**src/dio_pkg.sv**
```systemverilog
package dio_pkg;

    // data path and local offset widths
    localparam int          DATA_W        = 32;
    localparam int          ADDR_W        = 8;
    localparam int          CHAN_W        = 64;

    // data register offsets relative to the assigned i/o base
    localparam logic [7:0]  OFS_IO_LOW    = 8'h00;
    localparam logic [7:0]  OFS_IO_HIGH   = 8'h04;
    localparam logic [7:0]  OFS_CLR_64IN  = 8'h08;
    localparam logic [7:0]  OFS_CLR_32IO  = 8'h40;

    // config header offsets of the two base address slots
    localparam logic [7:0]  CFG_OFS_LOCAL = 8'h14;
    localparam logic [7:0]  CFG_OFS_IO    = 8'h18;

    // base slots decode 128 bytes of i/o space, bit 0 marks i/o
    localparam logic [31:0] BAR_ADDR_MASK = 32'hffffff80;
    localparam logic [31:0] BAR_IO_FLAG   = 32'h00000001;
    localparam logic [31:0] BAR_RESET     = 32'h00000001;

    // channel enable masks per word
    localparam logic [31:0] MASK_16       = 32'h0000ffff;
    localparam logic [31:0] MASK_ALL      = 32'hffffffff;
    localparam logic [31:0] MASK_NONE     = 32'h00000000;
    localparam logic [31:0] OUT_RESET     = 32'h00000000;
    localparam logic [31:0] READ_ZERO     = 32'h00000000;

    // card variants
    typedef enum logic [1:0] {
        var_16_16  = 2'b00,
        var_32_32  = 2'b01,
        var_64_in  = 2'b11,
        var_64_out = 2'b10
    } variant_t;

    // register port handshake states
    typedef enum logic [1:0] {
        bus_idle = 2'b00,
        bus_done = 2'b01
    } bus_state_t;

    // one access from the bridge, full 32-bit words only
    typedef struct packed {
        logic                 rd;
        logic                 wr;
        logic [ADDR_W-1:0]    addr;
        logic [DATA_W-1:0]    wdata;
    } acc_req_t;

    // state of the data register port
    typedef struct packed {
        bus_state_t           bus;
        logic                 ack;
        logic [DATA_W-1:0]    rdata;
        logic                 irq;
    } port_state_t;

    // state of the config header slots
    typedef struct packed {
        logic [DATA_W-1:0]    bar_local;
        logic [DATA_W-1:0]    bar_io;
        logic                 ack;
        logic [DATA_W-1:0]    rdata;
    } cfg_state_t;

endpackage

```
**src/dio_out_word.sv**
```systemverilog
`timescale 1ns/100ps

// one 32-bit output latch word
module dio_out_word #(
    parameter logic [31:0] MASK = 32'hffffffff
) (
    input  wire logic        clk,
    input  wire logic        nrst,
    input  wire logic        load,
    input  wire logic [31:0] wdata,
    output logic      [31:0] q_r
);
    import dio_pkg::*;

    logic [31:0] q_nxt;

    // keeps the last written value until the next write or reset
    always_comb begin
        q_nxt = q_r;
        if (load) begin
            q_nxt = wdata & MASK;
        end
    end

    // outputs come up off
    always_ff @(posedge clk) begin
        if (!nrst) begin
            q_r <= OUT_RESET;
        end else begin
            q_r <= q_nxt;
        end
    end

endmodule // dio_out_word

```
**src/dio_cfg_header.sv**
```systemverilog
`timescale 1ns/100ps

// base address slots of the config header
module dio_cfg_header (
    input  wire logic                     clk,
    input  wire logic                     nrst,
    input  wire dio_pkg::acc_req_t        cfg_req,
    output logic                          cfg_ack,
    output logic      [dio_pkg::DATA_W-1:0] cfg_rdata,
    output logic      [dio_pkg::DATA_W-1:0] local_bridge_config_base,
    output logic      [dio_pkg::DATA_W-1:0] io_base
);
    import dio_pkg::*;

    cfg_state_t st_r;
    cfg_state_t st_nxt;

    // firmware writes the slots, any cycle, answer one cycle later
    always_comb begin
        st_nxt       = st_r;
        st_nxt.ack   = cfg_req.rd | cfg_req.wr;
        st_nxt.rdata = READ_ZERO;
        if (cfg_req.wr && cfg_req.addr == CFG_OFS_LOCAL) begin
            st_nxt.bar_local = (cfg_req.wdata & BAR_ADDR_MASK) | BAR_IO_FLAG;
        end
        if (cfg_req.wr && cfg_req.addr == CFG_OFS_IO) begin
            st_nxt.bar_io = (cfg_req.wdata & BAR_ADDR_MASK) | BAR_IO_FLAG;
        end
        if (cfg_req.rd) begin
            case (cfg_req.addr)
                CFG_OFS_LOCAL: st_nxt.rdata = st_r.bar_local;
                CFG_OFS_IO:    st_nxt.rdata = st_r.bar_io;
                default:       st_nxt.rdata = READ_ZERO;
            endcase
        end
    end

    always_ff @(posedge clk) begin
        if (!nrst) begin
            st_r <= '{bar_local: BAR_RESET, bar_io: BAR_RESET, ack: 1'b0, rdata: READ_ZERO};
        end else begin
            st_r <= st_nxt;
        end
    end

    assign cfg_ack                  = st_r.ack;
    assign cfg_rdata                = st_r.rdata;
    assign local_bridge_config_base = st_r.bar_local;
    assign io_base                  = st_r.bar_io;

    a_io_base_read: assert property (@(posedge clk) disable iff (!nrst)
        cfg_req.rd && cfg_req.addr == CFG_OFS_IO |=> cfg_ack && cfg_rdata == $past(io_base))
        else $error("io base slot read back wrong");

endmodule // dio_cfg_header

```
**src/dio_port.sv**
```systemverilog
`timescale 1ns/100ps

module dio_port #(
    parameter dio_pkg::variant_t VARIANT = dio_pkg::var_32_32
) (
    input  wire logic                       clk,
    input  wire logic                       nrst,
    input  wire dio_pkg::acc_req_t          lb_req,
    output logic                            lb_ack,
    output logic      [dio_pkg::DATA_W-1:0] lb_rdata,
    input  wire dio_pkg::acc_req_t          cfg_req,
    output logic                            cfg_ack,
    output logic      [dio_pkg::DATA_W-1:0] cfg_rdata,
    output logic      [dio_pkg::DATA_W-1:0] local_bridge_config_base,
    output logic      [dio_pkg::DATA_W-1:0] io_base,
    input  wire logic                       irq_event,
    output logic                            irq_pending,
    input  wire logic [dio_pkg::CHAN_W-1:0] isolated_input_channel,
    output logic      [dio_pkg::CHAN_W-1:0] isolated_output_channel
);
    import dio_pkg::*;

    // channel masks and interrupt clear location per variant
    localparam logic [31:0] OUT_MASK_LO = (VARIANT == var_16_16) ? MASK_16 :
                                          (VARIANT == var_64_in) ? MASK_NONE : MASK_ALL;
    localparam logic [31:0] OUT_MASK_HI = (VARIANT == var_64_out) ? MASK_ALL : MASK_NONE;
    localparam logic [31:0] IN_MASK_LO  = (VARIANT == var_16_16) ? MASK_16 :
                                          (VARIANT == var_64_out) ? MASK_NONE : MASK_ALL;
    localparam logic [31:0] IN_MASK_HI  = (VARIANT == var_64_in) ? MASK_ALL : MASK_NONE;
    localparam logic        HAS_CLR     = (VARIANT == var_32_32) || (VARIANT == var_64_in);
    localparam logic [7:0]  OFS_CLR     = (VARIANT == var_64_in) ? OFS_CLR_64IN : OFS_CLR_32IO;

    port_state_t        st_r;
    port_state_t        st_nxt;
    logic               take;
    logic               wr_take;
    logic               rd_take;
    logic               load_lo;
    logic               load_hi;
    logic               clr_hit;
    logic [DATA_W-1:0]  in_lo;
    logic [DATA_W-1:0]  in_hi;
    logic [DATA_W-1:0]  out_lo;
    logic [DATA_W-1:0]  out_hi;

    // a request is taken only from idle; the port never starts a cycle itself
    assign take    = (st_r.bus == bus_idle) && (lb_req.rd || lb_req.wr);
    assign wr_take = take && lb_req.wr;
    assign rd_take = take && lb_req.rd && !lb_req.wr;

    // channel i of the low word is bit i, high word carries channels 32 up
    assign in_lo = isolated_input_channel[31:0] & IN_MASK_LO;
    assign in_hi = isolated_input_channel[63:32] & IN_MASK_HI;

    // write decode: output words only exist where the variant has outputs
    assign load_lo = wr_take && (lb_req.addr == OFS_IO_LOW) && (OUT_MASK_LO != MASK_NONE);
    assign load_hi = wr_take && (lb_req.addr == OFS_IO_HIGH) && (OUT_MASK_HI != MASK_NONE);
    assign clr_hit = HAS_CLR && wr_take && (lb_req.addr == OFS_CLR);

    // low output word, channels 0 to 31
    dio_out_word #(
        .MASK  (OUT_MASK_LO)
    ) u_out_lo (
        .clk   (clk),
        .nrst  (nrst),
        .load  (load_lo),
        .wdata (lb_req.wdata),
        .q_r   (out_lo)
    );

    // high output word, channels 32 to 63
    dio_out_word #(
        .MASK  (OUT_MASK_HI)
    ) u_out_hi (
        .clk   (clk),
        .nrst  (nrst),
        .load  (load_hi),
        .wdata (lb_req.wdata),
        .q_r   (out_hi)
    );

    // config header base address slots
    dio_cfg_header u_cfg (
        .clk                      (clk),
        .nrst                     (nrst),
        .cfg_req                  (cfg_req),
        .cfg_ack                  (cfg_ack),
        .cfg_rdata                (cfg_rdata),
        .local_bridge_config_base (local_bridge_config_base),
        .io_base                  (io_base)
    );

    // access handshake, read mux and interrupt pending latch
    always_comb begin
        st_nxt       = st_r;
        st_nxt.ack   = 1'b0;
        case (st_r.bus)
            bus_idle: begin
                if (take) begin
                    st_nxt.bus   = bus_done;
                    st_nxt.ack   = 1'b1;
                    st_nxt.rdata = READ_ZERO;
                end
                if (rd_take) begin
                    // every location is one 32-bit word
                    case (lb_req.addr)
                        OFS_IO_LOW:  st_nxt.rdata = in_lo;
                        OFS_IO_HIGH: st_nxt.rdata = in_hi;
                        default:     st_nxt.rdata = READ_ZERO;
                    endcase
                end
            end
            bus_done: begin
                st_nxt.bus = bus_idle;
            end
            default: begin
                st_nxt.bus = bus_idle;
            end
        endcase
        // a new event in the clearing cycle keeps the request pending
        st_nxt.irq = irq_event | (st_r.irq & !clr_hit);
    end

    always_ff @(posedge clk) begin
        if (!nrst) begin
            st_r <= '{bus: bus_idle, ack: 1'b0, rdata: READ_ZERO, irq: 1'b0};
        end else begin
            st_r <= st_nxt;
        end
    end

    assign lb_ack                  = st_r.ack;
    assign lb_rdata                = st_r.rdata;
    assign irq_pending             = st_r.irq;
    assign isolated_output_channel = {out_hi, out_lo};

    // a write at the base drives the low channels on the next edge
    a_low_write_out: assert property (@(posedge clk) disable iff (!nrst)
        wr_take && lb_req.addr == OFS_IO_LOW
        |=> isolated_output_channel[31:0] == ($past(lb_req.wdata) & OUT_MASK_LO))
        else $error("low output word not loaded from write");

    // a write at 0x04 drives the high channels, low word untouched
    a_high_write_out: assert property (@(posedge clk) disable iff (!nrst)
        wr_take && lb_req.addr == OFS_IO_HIGH
        |=> isolated_output_channel[63:32] == ($past(lb_req.wdata) & OUT_MASK_HI)
            && $stable(isolated_output_channel[31:0]))
        else $error("high output word wrong after write");

    // a read at the base returns the sampled input channels with the answer
    a_low_read_in: assert property (@(posedge clk) disable iff (!nrst)
        rd_take && lb_req.addr == OFS_IO_LOW
        |=> lb_ack && lb_rdata == ($past(isolated_input_channel[31:0]) & IN_MASK_LO))
        else $error("low input read mismatch");

    // the high input word reads only on the 64-input card
    a_high_read_in: assert property (@(posedge clk) disable iff (!nrst)
        rd_take && lb_req.addr == OFS_IO_HIGH
        |=> lb_rdata == ((VARIANT == var_64_in) ? $past(isolated_input_channel[63:32]) : READ_ZERO))
        else $error("high input read mismatch");

    // clear locations and unused offsets read as zero
    a_unused_read_zero: assert property (@(posedge clk) disable iff (!nrst)
        rd_take && lb_req.addr != OFS_IO_LOW && lb_req.addr != OFS_IO_HIGH
        |=> lb_ack && lb_rdata == READ_ZERO)
        else $error("unused location read not zero");

    // outputs hold while no output write is taken
    a_out_hold: assert property (@(posedge clk) disable iff (!nrst)
        !load_lo && !load_hi |=> $stable(isolated_output_channel))
        else $error("outputs moved without a write");

    // clearing with no new event drops the request; an event always wins
    a_irq_clear: assert property (@(posedge clk) disable iff (!nrst)
        clr_hit && !irq_event |=> !irq_pending)
        else $error("interrupt not cleared");

    a_irq_event_wins: assert property (@(posedge clk) disable iff (!nrst)
        irq_event |=> irq_pending)
        else $error("interrupt event lost");

    // each access gets exactly one answer pulse, and the next waits a cycle
    a_ack_single: assert property (@(posedge clk) disable iff (!nrst)
        take |=> lb_ack ##1 !lb_ack)
        else $error("answer pulse not single");

endmodule // dio_port

```
**config.mk**
```make
export PLATFORM = sky130hd
export DESIGN_NAME = dio_port
export DESIGN_NICKNAME = d
export VERILOG_FILES = /design/src/dio_pkg.sv /design/src/dio_out_word.sv /design/src/dio_cfg_header.sv /design/src/dio_port.sv
export SDC_FILE = /design/constraint.sdc
export NUM_CORES = 1
export LEC_CHECK = 0
export ABC_AREA = 1
export BUFFER_PORTS_ARGS = -buffer_cell sky130_fd_sc_hd__buf_2
export CAP_MARGIN = 25
export CORE_AREA = 2 2 133 135
export DETAILED_ROUTE_END_ITERATION = 10
export DIE_AREA = 0 0 135 137
export GPL_TIMING_DRIVEN = 0
export PLACE_DENSITY_LB_ADDON = 0.3
export SYNTH_ARGS = -nofsm -noshare
export SYNTH_HDL_FRONTEND = slang
export SYNTH_HIERARCHICAL = 1
export SYNTH_SLANG_ARGS = --single-unit
export TNS_END_PERCENT = 20
```
**constraint.sdc**
```tcl
create_clock -name clk -period 2.1 [get_ports clk]
set_input_delay 0.105 -clock clk [delete_from_list [all_inputs] [get_ports clk]]
set_output_delay 0.105 -clock clk [all_outputs]
set_load 0.01 [all_outputs]
```
Yosys cells after proc, flatten, opt, wreduce, memory -nomap -nowiden
Index checks and enable logic that the tools add are counted.

cells by class
  multiplexer cells = 4
  divide/modulo/power cells = 0
  $add $sub $neg = 0
  reduce and logical (&&, ||, !) cells = 17
  eq/ne operators = 3
  magnitude comparators = 0
  shifts and indexed selects = 0
  bitwise logic cells = 3
  $mul = 0

operator list
  operator              count
  $mux W32              2
  $pmux W32 S2          1
  $mux W33              1
  $eq A8 B5 Y1 const B  2
  $eq A8 B7 Y1 const B  1
  $logic_and A1 B1 Y1   8
  $logic_not A8 Y1      1
  $reduce_and A2 Y1     3
  $logic_not A1 Y1      2
  $logic_not A2 Y1      1
  $or A1 B1 Y1          2
  $reduce_bool A2 Y1    1
  $and A1 B1 Y1         1
  $logic_or A1 B1 Y1    1

word-level totals
  memory bits (writable) = 0
  memories = 0
  memory bits (read-only) = 0
  logic and storage cells = 36
  register bits = 150
  output and inout bits = 195
  bits in latches = 0

Depth between registers and ports, before layout
Gate-level depths: netlist of run 1.

  depth in word-level cells = 7
  depth in mapped cells = 8
  depth with buffers taken out = 7

By module
Netlist of run 1, hierarchy kept.

modules (own cells, without submodules)
  module                   sequential area each (um^2)  area an instance (um^2)  cells each  instances
  dio_cfg_header           1,541.5                      3,787.4                  560         1
  dio_port                 700.7                        1,656.6                  203         1
  dio_out_word (u_out_lo)  640.6                        1,335.0                  202         1
  dio_out_word (u_out_hi)  0.0                          244.0                    33          1

Least setup slack after synthesis of run 1
Ideal clock, no wire load.

  path kind = reg-to-reg
  start = reg st_r[34] (netlist name)
  end = reg u_out_lo.q_r[22]
  path slack = 0.890 ns
  required time = 1.987 ns
  cell stages (with the launch flop) = 7
  arrival = 1.097 ns
  path buffers = 2
  clock period less this slack = 1.210 ns
  cells stage by stage = dfxtp_1 -> nor4_1 -> buf_6 -> buf_6 -> nand2_1 -> nand2_1 -> nor2_1

on the way
  word-level cells in the longest chain between the ends = 4

RTL lines
  item                    RTL line            RTL
  start, declared         dio_port.sv:33      port_state_t st_r;
  start signal, assigned  dio_port.sv:126     st_r <= '{bus: bus_idle, ack: 1'b0, rdata: READ_ZERO, irq: 1'b0};
  start signal, assigned  dio_port.sv:128     st_r <= st_nxt;
  $logic_not A2 Y1        dio_port.sv:47      assign take = (st_r.bus == bus_idle) && (lb_req.rd || lb_req.wr);
  $logic_and A1 B1 Y1     dio_port.sv:47
  $logic_and A1 B1 Y1     dio_port.sv:48      assign wr_take = take && lb_req.wr;
  $logic_and A1 B1 Y1     dio_port.sv:56      assign load_lo = wr_take && (lb_req.addr == OFS_IO_LOW) && (OUT_MASK_LO != MASK_NONE);
  net load_lo             dio_port.sv:38      logic load_lo;
  end signal, assigned    dio_out_word.sv:30  q_r <= q_nxt;
  end, declared           dio_out_word.sv:11  output logic [31:0] q_r

The timed path passes the listed nets, and every way through them passes these cells.
A chain may end at the register's enable or synchronous reset.

Worst setup path in the final report of run 1
  start = reg st_r[34] (netlist name)
  end = reg u_out_lo.q_r[29]

Same word-level chain as after synthesis.

==> results.md, run 1 <==
- Outcome: finished, final reports clean
- # resized after CTS: 0
- Overall Global Routing Usage: 0.224
- Largest net degree at the start of global routing: 17
- CP arrival: 2.10 ns
- Vias: 7142
- Final count of hold timing violations: 0
- Core Util, Final: 0.586
- Congestion Overflow GR: 0
- Power per cell area: 644 nW/µm²
- Drt wl/cell: 13.2 µm
- Global-route wire length before repair: 32.7 mm
- Setup Buffers After CTS: 0
- Worst path required time: 2.41 ns
- Clk_lat worst skew: 0.42 ns
- Total Wirelength: 21.4 mm
- Hold Path Class: input port to flop
- Bufs and invs on worst path: 2
- Crit Path Max Fanout: 10
- DR vias/cell: 4.41
- Skew final: 0.00888 ns
- Clock Tree Root: clkbuf_16
- DRC: 0
- Antenna viol nets, final: 0
- Synth warn: 6
- Final non-filler cell area: 9990 µm²
- Setup TNS: 0 ns
- Maximum vdd drop: 0.541 mV
- Avg Cell Area, Syn: 7.04 µm²
- Core area: 17100 µm²
- Max Cap Viol: 0
- Synthesized instance count: 997
- Most frequent CP cell: nand2_1
- Die Wd: 135 µm
- Area occupied by multi-input gates: 2630 µm²
- Htree depth: 4
- Worst r2r path cells: 6
- Slew headroom: 0.599
- DP HPWL: 15.1 mm
- Crit path cell chain: nor4_1 > buf_6 > nand2_1 > nand2_1 > dlygate4sd3_1 > nor2_1
- Final net count: 1533
- Slowest cell delay on critical path: 0.54 ns
- DRT iter0 DRCs: 336
- DIE AREA: 18500 µm²
- Filler cells: 1631
- Starting Density: 0.412
- Setup violators final: 0
- Area Overhead vs Synth: 42.3%
- Slowest CP cell: dlygate4sd3_1
- Bufs on Longest Clock Path: 2
- Post-layout min period: 1.79 ns
- Hold WS: 0.0185 ns
- I/O Buffers: 253
- FMAX: 0.558 GHz
- Worst Setup End Kind: flop
- Die Ht: 137 µm
- Post-synthesis cell area: 7020 µm²
- Reg clk slew, reported paths: 0.06 ns
- Initial antenna violation count: 2
- Critical path depth in cells: 6
- CTS sink cnt: 144
- Fraction of layout instances using a drive strength above 1: 0.313
- Final GP Congestion: 0.843
- Row count: 48
- Worst-Margin Slew: 0.601 ns
- CTS tree: yes
- DP Area: 8750 µm²
- CP delay by family, top: buffers and inverters
- Final period util: 0.853
- Leak: 5.28 nW
- CP Launch Type: flop
- Unrepaired setup endpoints after global routing: false
- Clock buffer count from CTS: 17
- I/O Pins: 346
- Critical path class: flop to flop
- First drt pass iteration count: 5
- Max-slew violation count: 0
- Reg area: 2880 µm²
- Vias in the first global route: 6682
- Min-Delay Path Depth: 3
area by class of cell:
| class | count | share of cell area |
|---|---|---|
| Antenna cell | 1 | 0.000251 |
| Buffer | 145 | 0.105 |
| Clock buffer | 18 | 0.0430 |
| Clock inverter | 14 | 0.0165 |
| Inverter | 171 | 0.0643 |
| Multi-Input combinational cell | 586 | 0.263 |
| Sequential cell | 144 | 0.289 |
| Tap cell | 225 | 0.0282 |
| Timing Repair Buffer | 317 | 0.191 |
worst reg2reg max path: stages (launching register included):
cell	delay, ns
dfxtp_1	0.35
nor4_1	0.41
buf_6	0.22
nand2_1	0.08
nand2_1	0.05
dlygate4sd3_1	0.54
nor2_1	0.04
per-layer routing:
metal	share of wire	vias to the layer above	GRT usage	wire, µm
met4	0.026	0	0.0932	549
met2	0.49	291	0.397	10500
li1	-	3679	-	-
met1	0.41	3130	0.254	8750
met3	0.077	42	0.0611	1650
met5	0	-	0	0
placed cells by master (no fill, tap or decap), drive strengths merged:
cell / instances
nor2: 128
nand3: 85
o21bai: 1
diode: 1
a21oi: 58
clkinvlp: 2
inv: 172
o21ai: 1
dlygate4sd3: 64
bufinv: 3
nand4: 50
dfxtp: 144
buf: 392
conb: 52
clkbuf: 24
nor4: 1
nand2: 210
clkinv: 8
what timing repair did:
| action | 4_1_cts | 5_1_grt |
|---|---|---|
| endpoints found under the hold margin | 63 | 0 |
| endpoints found under the setup margin | 0 | 0 |
| hold buffers | 64 | 0 |
stage by stage:
| step | power [mW] | instances | setup slack, ns |
|---|---|---|---|
| 2_1_floorplan | 3.14 | 1046 | 0.890 |
| 3_3_place_gp | 3.32 | 1524 | 0.526 |
| 3_5_place_dp | 3.33 | 1524 | 0.526 |
| 4_1_cts | 6.47 | 1620 | 0.254 |
| 5_1_grt | 6.69 | 1620 | 0.196 |
| 6_report | 6.43 | 1621 | 0.309 |
state kept, by name, indices dropped and copies added (netlist names):
name	flops
u_cfg/cfg_ack	1
u_out_lo/q_r	32
u_cfg/io_base	25
st_r	1
u_cfg/local_bridge_config_base	25
u_cfg/cfg_rdata	26
lb_rdata	32
lb_ack	1
irq_pending	1
worst paths after layout:
kind | slack (ns) | start | end
setup / recovery | 0.31 | st_r[34] | u_out_lo/q_r[29]
setup reg to reg | 0.31 | st_r[34] | u_out_lo/q_r[29]
hold reg to reg | 0.46 | lb_rdata[11] | lb_rdata[11]
hold / removal | 0.02 | nrst | u_out_lo/q_r[31]
where the power goes:
part | total [mW] | internal [mW] | switching (mW)
clock | 3.06 | 1.87 | 1.19
combinational | 0.626 | 0.297 | 0.329
sequential | 2.75 | 2.74 | 0.00595
Power figures use the tool's default switching activity.
==> inputs of run 2 (changes only) <==
Clock period 2.1 ns to 1.5 ns, I/O delays scaled along.
==> run 2 against run 1 <==
Clock skew fell by 0.00079 ns. Sequential share of layout area fell by 0.30 points. Die area did not move.
==> results.md, run 2 (same netlist as run 1, synthesis figures left out) <==
- I/O Pins: 346 (unchanged)
- Slowest cell delay on critical path: 0.36 ns (-0.18 ns)
- Largest net degree at the start of global routing: 17 (unchanged)
- Max Cap Viol: 0 (unchanged)
- Area Overhead vs Synth: 43.8%
- R2R Path Start: st_r[34]
- Skew final: 0.00809 ns (-0.000789 ns)
- CP delay by family, top: simple AND/OR/NAND/NOR gates
- Non-Filler Instances: 1630 (+0.56%)
- Combinational Power Share: 0.100 (+0.003)
- Die Wd: 135 µm (unchanged)
- Critical path class: flop to flop
- Unrepaired setup endpoints after global routing: false
- Antenna Cells: 0 (-1)
- Sequential share of power: 0.426 (about the same)
- R2R setup slack: 0.15 ns (-0.16 ns)
- Bufs and invs on worst path: 2 (unchanged)
- Commonest non-fill, non-tap cell in the layout: buf_2
- Clk_lat worst skew: 0.42 ns (about the same)
- Vias: 7235 (+1.3%)
- Vias in the first global route: 6729 (+0.70%)
- Worst path required time: 1.81 ns (-0.60 ns)
- Die Ht: 137 µm (unchanged)
- NetSw: 2.15 mW (+40%)
- Core area: 17100 µm² (unchanged)
- Switching Fraction: 0.238 (about the same)
- Max-slew violation count: 0 (unchanged)
- Antenna viol nets, final: 0 (unchanged)
- Area occupied by multi-input gates: 2640 µm² (+0.24%)
- Maximum vdd drop: 0.761 mV (+41%)
- DRT iter0 DRCs: 379 (+13%)
- Leak: 5.32 nW (+0.79%)
- CP Launch Type: flop
- CTS sink cnt: 144 (unchanged)
- R2R Path End: u_out_lo/q_r[27]
- Pre-CTS WS: -0.0437 ns (-0.570 ns)
- CTS tree: yes
- Final worst slack: 0.149 ns (-0.160 ns)
- Hold endpoint: u_cfg/io_base[27]
- Bufs on Longest Clock Path: 2 (unchanged)
- Clock buffer count from CTS: 17 (unchanged)
- Row count: 48 (unchanged)
- I/O Buffers: 253 (unchanged)
- Worst Setup End Kind: flop
- Reg clk slew, reported paths: 0.06 ns (about the same)
- Slowest CP cell: dfxtp_1
- Pint: 6.88 mW (+40%)
- DR vias/cell: 4.44 (+0.74%)
- Reg area: 2880 µm² (unchanged)
- Filler cells: 1614 (-1.0%)
- Clock Tree Root: clkbuf_16
- Worst-Margin Slew: 0.624 ns (+0.0229 ns)
- Outcome: finished, final reports clean
- DP HPWL: 15.1 mm (unchanged)
- Final GP Congestion: 0.843 (unchanged)
- Congestion Overflow GR: 0 (unchanged)
- Initial antenna violation count: 0 (-2)
- DIE AREA: 18500 µm² (unchanged)
- Most frequent cells in the layout: buf_2 (273), nand2_1 (206), inv_1 (166)
- Min-Delay Path Depth: 5 (+2)
- Post-layout min period: 1.35 ns (-0.440 ns)
- Global-route wire length before repair: 32.9 mm (+0.78%)
- First drt pass iteration count: 5 (unchanged)
- CP arrival: 1.66 ns (-0.44 ns)
- Final count of hold timing violations: 0 (unchanged)
- Power per cell area: 895 nW/µm² (+39%)
- Starting Density: 0.412 (unchanged)
- Overall Global Routing Usage: 0.225 (+0.00165)
- FMAX: 0.740 GHz (+33%)
- Worst min-delay path startpoint: cfg_req[27]
- DRC: 0 (unchanged)
- Placed insts: 1524 (unchanged)
- Hold Path Class: input port to flop
- Worst r2r path cells: 6 (unchanged)
- Drt wl/cell: 13.3 µm (+0.34%)
- Final net count: 1543 (+0.65%)
- Fraction of layout instances using a drive strength above 1: 0.311 (-0.00151)
- Setup violators final: 0 (unchanged)
- Crit path cell chain: nor4_2 > buf_6 > buf_6 > nand2_1 > nand2_1 > nor2_1
- Core Util, Final: 0.592 (+0.00609)
- Clock share of power: 0.474 (-0.002)
- Htree depth: 4 (unchanged)
- Total Wirelength: 21.6 mm (+0.90%)
- Slew headroom: 0.584 (-0.0153)
- Crit Path Max Fanout: 10 (unchanged)
- Final period util: 0.901 (+0.0480)
[run 2: cell types whose count changed in the layout (fill, tap and decap cells not counted), sizes merged]
cell         before  now
diode             1    0
dlygate4sd3      64   74
[run 2: layout make-up]
type,count,share of cell area
inverters,171,0.0636
multi-input cells,586,0.261
repair buffers,327,0.199
flip-flops and latches,144,0.286
clock buffers,18,0.0425
well taps,225,0.0279
plain buffers,145,0.104
clock inverters,14,0.0164
[run 2: worst max-delay path by stage]
| stage | start | end | cells past startpoint |
|---|---|---|---|
| after floorplan | st_r[34] | u_out_lo/q_r[22] | 6 |
| after global placement | lb_req[35] | u_out_lo/q_r[27] | 9 |
| after detailed placement | lb_req[33] | u_out_lo/q_r[27] | 9 |
| after CTS | st_r[34] | u_out_lo/q_r[27] | 6 |
| after global routing | st_r[34] | u_out_lo/q_r[27] | 6 |
| final | st_r[34] | u_out_lo/q_r[27] | 6 |
[run 2: power by group through the flow]
stage / registers [mW] / clock network, mW / logic (mW)
final: 3.85 / 4.28 / 0.901
after global routing: 3.85 / 4.56 / 0.984
after CTS: 3.85 / 4.35 / 0.880
after detailed placement: 3.93 / 0 / 0.725
after global placement: 3.93 / 0 / 0.724
after floorplan: 3.94 / 0 / 0.457
[run 2: layer usage]
metal / global-route usage / vias up / wire length [µm]
li1: - / 3697 / -
met5: 0 / - / 0
met1: 0.257 / 3183 / 8750
met4: 0.0978 / 0 / 607
met3: 0.0552 / 47 / 1630
met2: 0.401 / 308 / 10600
[run 2: per-stage QoR]
stage	hold slack (ns)	cell area, µm²	total power [mW]	setup TNS (ns)
2_1_floorplan	0.195	7200	4.39	0
3_3_place_gp	0.333	8750	4.65	-0.0506
3_5_place_dp	0.334	8750	4.66	-0.0833
4_1_cts	0.000261	10100	9.08	0
5_1_grt	0.0264	10100	9.39	0
6_report	0.0170	10100	9.03	0
[run 2: worst register-to-register path, delay by kind of cell, from the launching register on]
| kind | cells | cell delay [ns] |
|---|---|---|
| AND/OR/NAND/NOR | 4 | 0.54 |
| flip-flops | 1 | 0.36 |
| buffers and inverters | 2 | 0.35 |
[run 2: timing repair]
item	in CTS	in global routing
endpoints found under the hold margin	78	0
gates resized for setup	1	0
setup buffers	0	0
endpoints found under the setup margin	1	0
hold buffers	74	0
==> inputs of run 3 (changes only) <==
Settings changed: CORE_AREA 2 2 133 135 to default, CORE_ASPECT_RATIO from default to 1.1, CORE_MARGIN from default to 4, CORE_UTILIZATION from default to 43, CTS_BUF_LIST from default to sky130_fd_sc_hd__clkbuf_4 sky130_fd_sc_hd__clkbuf_8, DIE_AREA 0 0 135 137 to default, GPL_TIMING_DRIVEN 0 to default.
==> run 3 against run 2 <==
Clock-buffer cell count rose by 1. Sequential share of layout area increased by 2.4 points. Flip-flop and latch count unchanged. Sequential power barely moved. Worst hold slack better by 0.035 ns. Die area is 0.33% lower. Global-route usage fell by 1.5 points. Critical path depth fell by 2. Core utilization down 0.37 points. Critical path type unchanged.
==> results.md, run 3 (same netlist as run 1, synthesis figures left out) <==
- Drt wl/cell: 13.5 µm (+1.9%)
- Die Wd: 130 µm (-3.8%)
- Die Ht: 142 µm (+3.6%)
- Clock Tree Root: clkbuf_8
- Congestion Overflow GR: 0 (unchanged)
- Post-layout min period: 1.40 ns (+0.0444 ns)
- Clock buffer count from CTS: 17 (unchanged)
- I/O Buffers: 254 (+0.40%)
- Maximum vdd drop: 0.403 mV (-47%)
- DRC: 0 (unchanged)
- Largest net degree at the start of global routing: 65 (+48)
- Initial antenna violation count: 0 (unchanged)
- Leak: 4.76 nW (-11%)
- Area Overhead vs Synth: 32.8%
- DIE AREA: 18400 µm² (-0.33%)
- Slowest cell delay on critical path: 0.39 ns (+0.03 ns)
- Final period util: 0.930 (+0.0296)
- Bufs on Longest Clock Path: 2 (unchanged)
- FMAX: 0.717 GHz (-3.2%)
- Global-route wire length before repair: 31.5 mm (-4.2%)
- CTS sink cnt: 144 (unchanged)
- Hold Path Class: input port to flop
- Crit Path Max Fanout: 32 (+22)
- Final GP Congestion: 0.796 (-5.6%)
- Row count: 48 (unchanged)
- Core area: 15900 µm² (-7.0%)
- Hold WS: 0.0523 ns (+0.0353 ns)
- Vias: 6779 (-6.3%)
- CP Launch Type: flop
- Commonest non-fill, non-tap cell in the layout: buf_2
- Starting Density: 0.443 (+0.0312)
- Crit path cell chain: nor4_4 > bufbuf_16 > nor2_1 > nor2_1
- Antenna viol nets, final: 0 (unchanged)
- Setup violators final: 0 (unchanged)
- R2R setup slack: 0.10 ns (-0.04 ns)
- First drt pass iteration count: 5 (unchanged)
- Htree depth: 4 (unchanged)
- I/O Pins: 346 (unchanged)
- Reg clk slew, reported paths: 0.08 ns (+0.02 ns)
- DR vias/cell: 4.51 (+1.6%)
- DP HPWL: 13.2 mm (-12%)
- DRT iter0 DRCs: 332 (-12%)
- Total Wirelength: 20.3 mm (-6.1%)
- Filler cells: 1481 (-8.2%)
- Vias in the first global route: 6287 (-6.6%)
- Clk_lat worst skew: 0.43 ns (about the same)
- Slowest CP cell: bufbuf_16
- Max-slew violation count: 0 (unchanged)
- Outcome: finished, final reports clean
- Skew final: 0.0103 ns (+0.00226 ns)
- Final count of hold timing violations: 0 (unchanged)
- Setup TNS: 0 ns (unchanged)
- Core Util, Final: 0.588 (-0.00371)
- Antenna Cells: 0 (unchanged)
- Most frequent CP cell: nor2_1
- Unrepaired setup endpoints after global routing: false
- Fraction of layout instances using a drive strength above 1: 0.256 (-0.0547)
- Overall Global Routing Usage: 0.210 (-0.0150)
- Power per cell area: 847 nW/µm² (-5.4%)
- Most frequent cells in the layout: buf_2 (254), nand2_1 (206), inv_1 (166)
- CTS tree: yes
- Worst Setup End Kind: flop
- Max Cap Viol: 0 (unchanged)
- CP arrival: 1.75 ns (+0.09 ns)
- Final net count: 1441 (-6.6%)
- Worst path required time: 1.85 ns (+0.04 ns)
- Critical path class: flop to flop
==> run 3: cell types whose count changed in the layout (fill, tap and decap cells not counted), moves of 7 or more <==
cell / previous run / this run
clkbuf_8: 0 / 18
buf_6: 16 / 1
buf_12: 0 / 7
dlygate4sd3_1: 74 / 92
buf_4: 93 / 15
buf_1: 9 / 0
clkbuf_16: 17 / 0
buf_2: 273 / 254
clkbuf_1: 7 / 0
==> run 3: power breakdown <==
part,switching [mW],leakage (nW),internal (mW)
combinational,0.439,3.39,0.382
clock,1.52,0.206,1.71
sequential,0.0105,1.16,3.83
==> run 3: metal layers <==
layer,part of all wire,GRT usage,vias to the layer above
met5,0,0,-
met4,0.021,0.0728,0
met3,0.10,0.0612,29
met2,0.48,0.362,289
met1,0.40,0.250,2978
li1,-,-,3483
==> run 3: through the flow <==
stage | cells | total power, mW | area, µm² | worst slack (ns)
final | 1503 | 7.89 | 9320 | 0.104
after global routing | 1503 | 8.23 | 9320 | 0.0230
after CTS | 1502 | 7.99 | 9290 | 0.0691
after detailed placement | 1378 | 4.55 | 7950 | 0.102
after global placement | 1378 | 4.54 | 7950 | 0.110
after floorplan | 1046 | 4.39 | 7200 | 0.290
==> run 3: cell type report <==
cell class	instances	area, µm²	area share
timing repair buffer	370	2490	0.267
multi-input combinational	586	2640	0.284
tap	200	250	0.0268
clock inverter	13	159	0.0170
clock buffer	19	255	0.0274
inverter	171	642	0.0688
sequential	144	2880	0.309
==> run 3: worst paths after layout <==
kind | to | from | depth (start not counted)
max reg2reg | u_out_lo/q_r[30] | st_r[34] | 4
max | u_out_lo/q_r[30] | st_r[34] | 4
min reg2reg | lb_rdata[25] | lb_rdata[25] | 2
min | u_cfg/cfg_rdata[9] | cfg_req[41] | 4
==> run 3: timing repair <==
item / in CTS / in global routing
hold buffers: 92 / 0
buffers inserted: 0 / 0
gates resized for setup: 0 / 3
hold endpoints to repair: 115 / 0
setup endpoints to repair: 0 / 1
==> run 3: critical path, delay by kind of cell, from the launching register on <==
kind	cells	cell delay [ns]
AND/OR/NAND/NOR	3	0.57
buffers and inverters	1	0.39
flip-flops	1	0.36
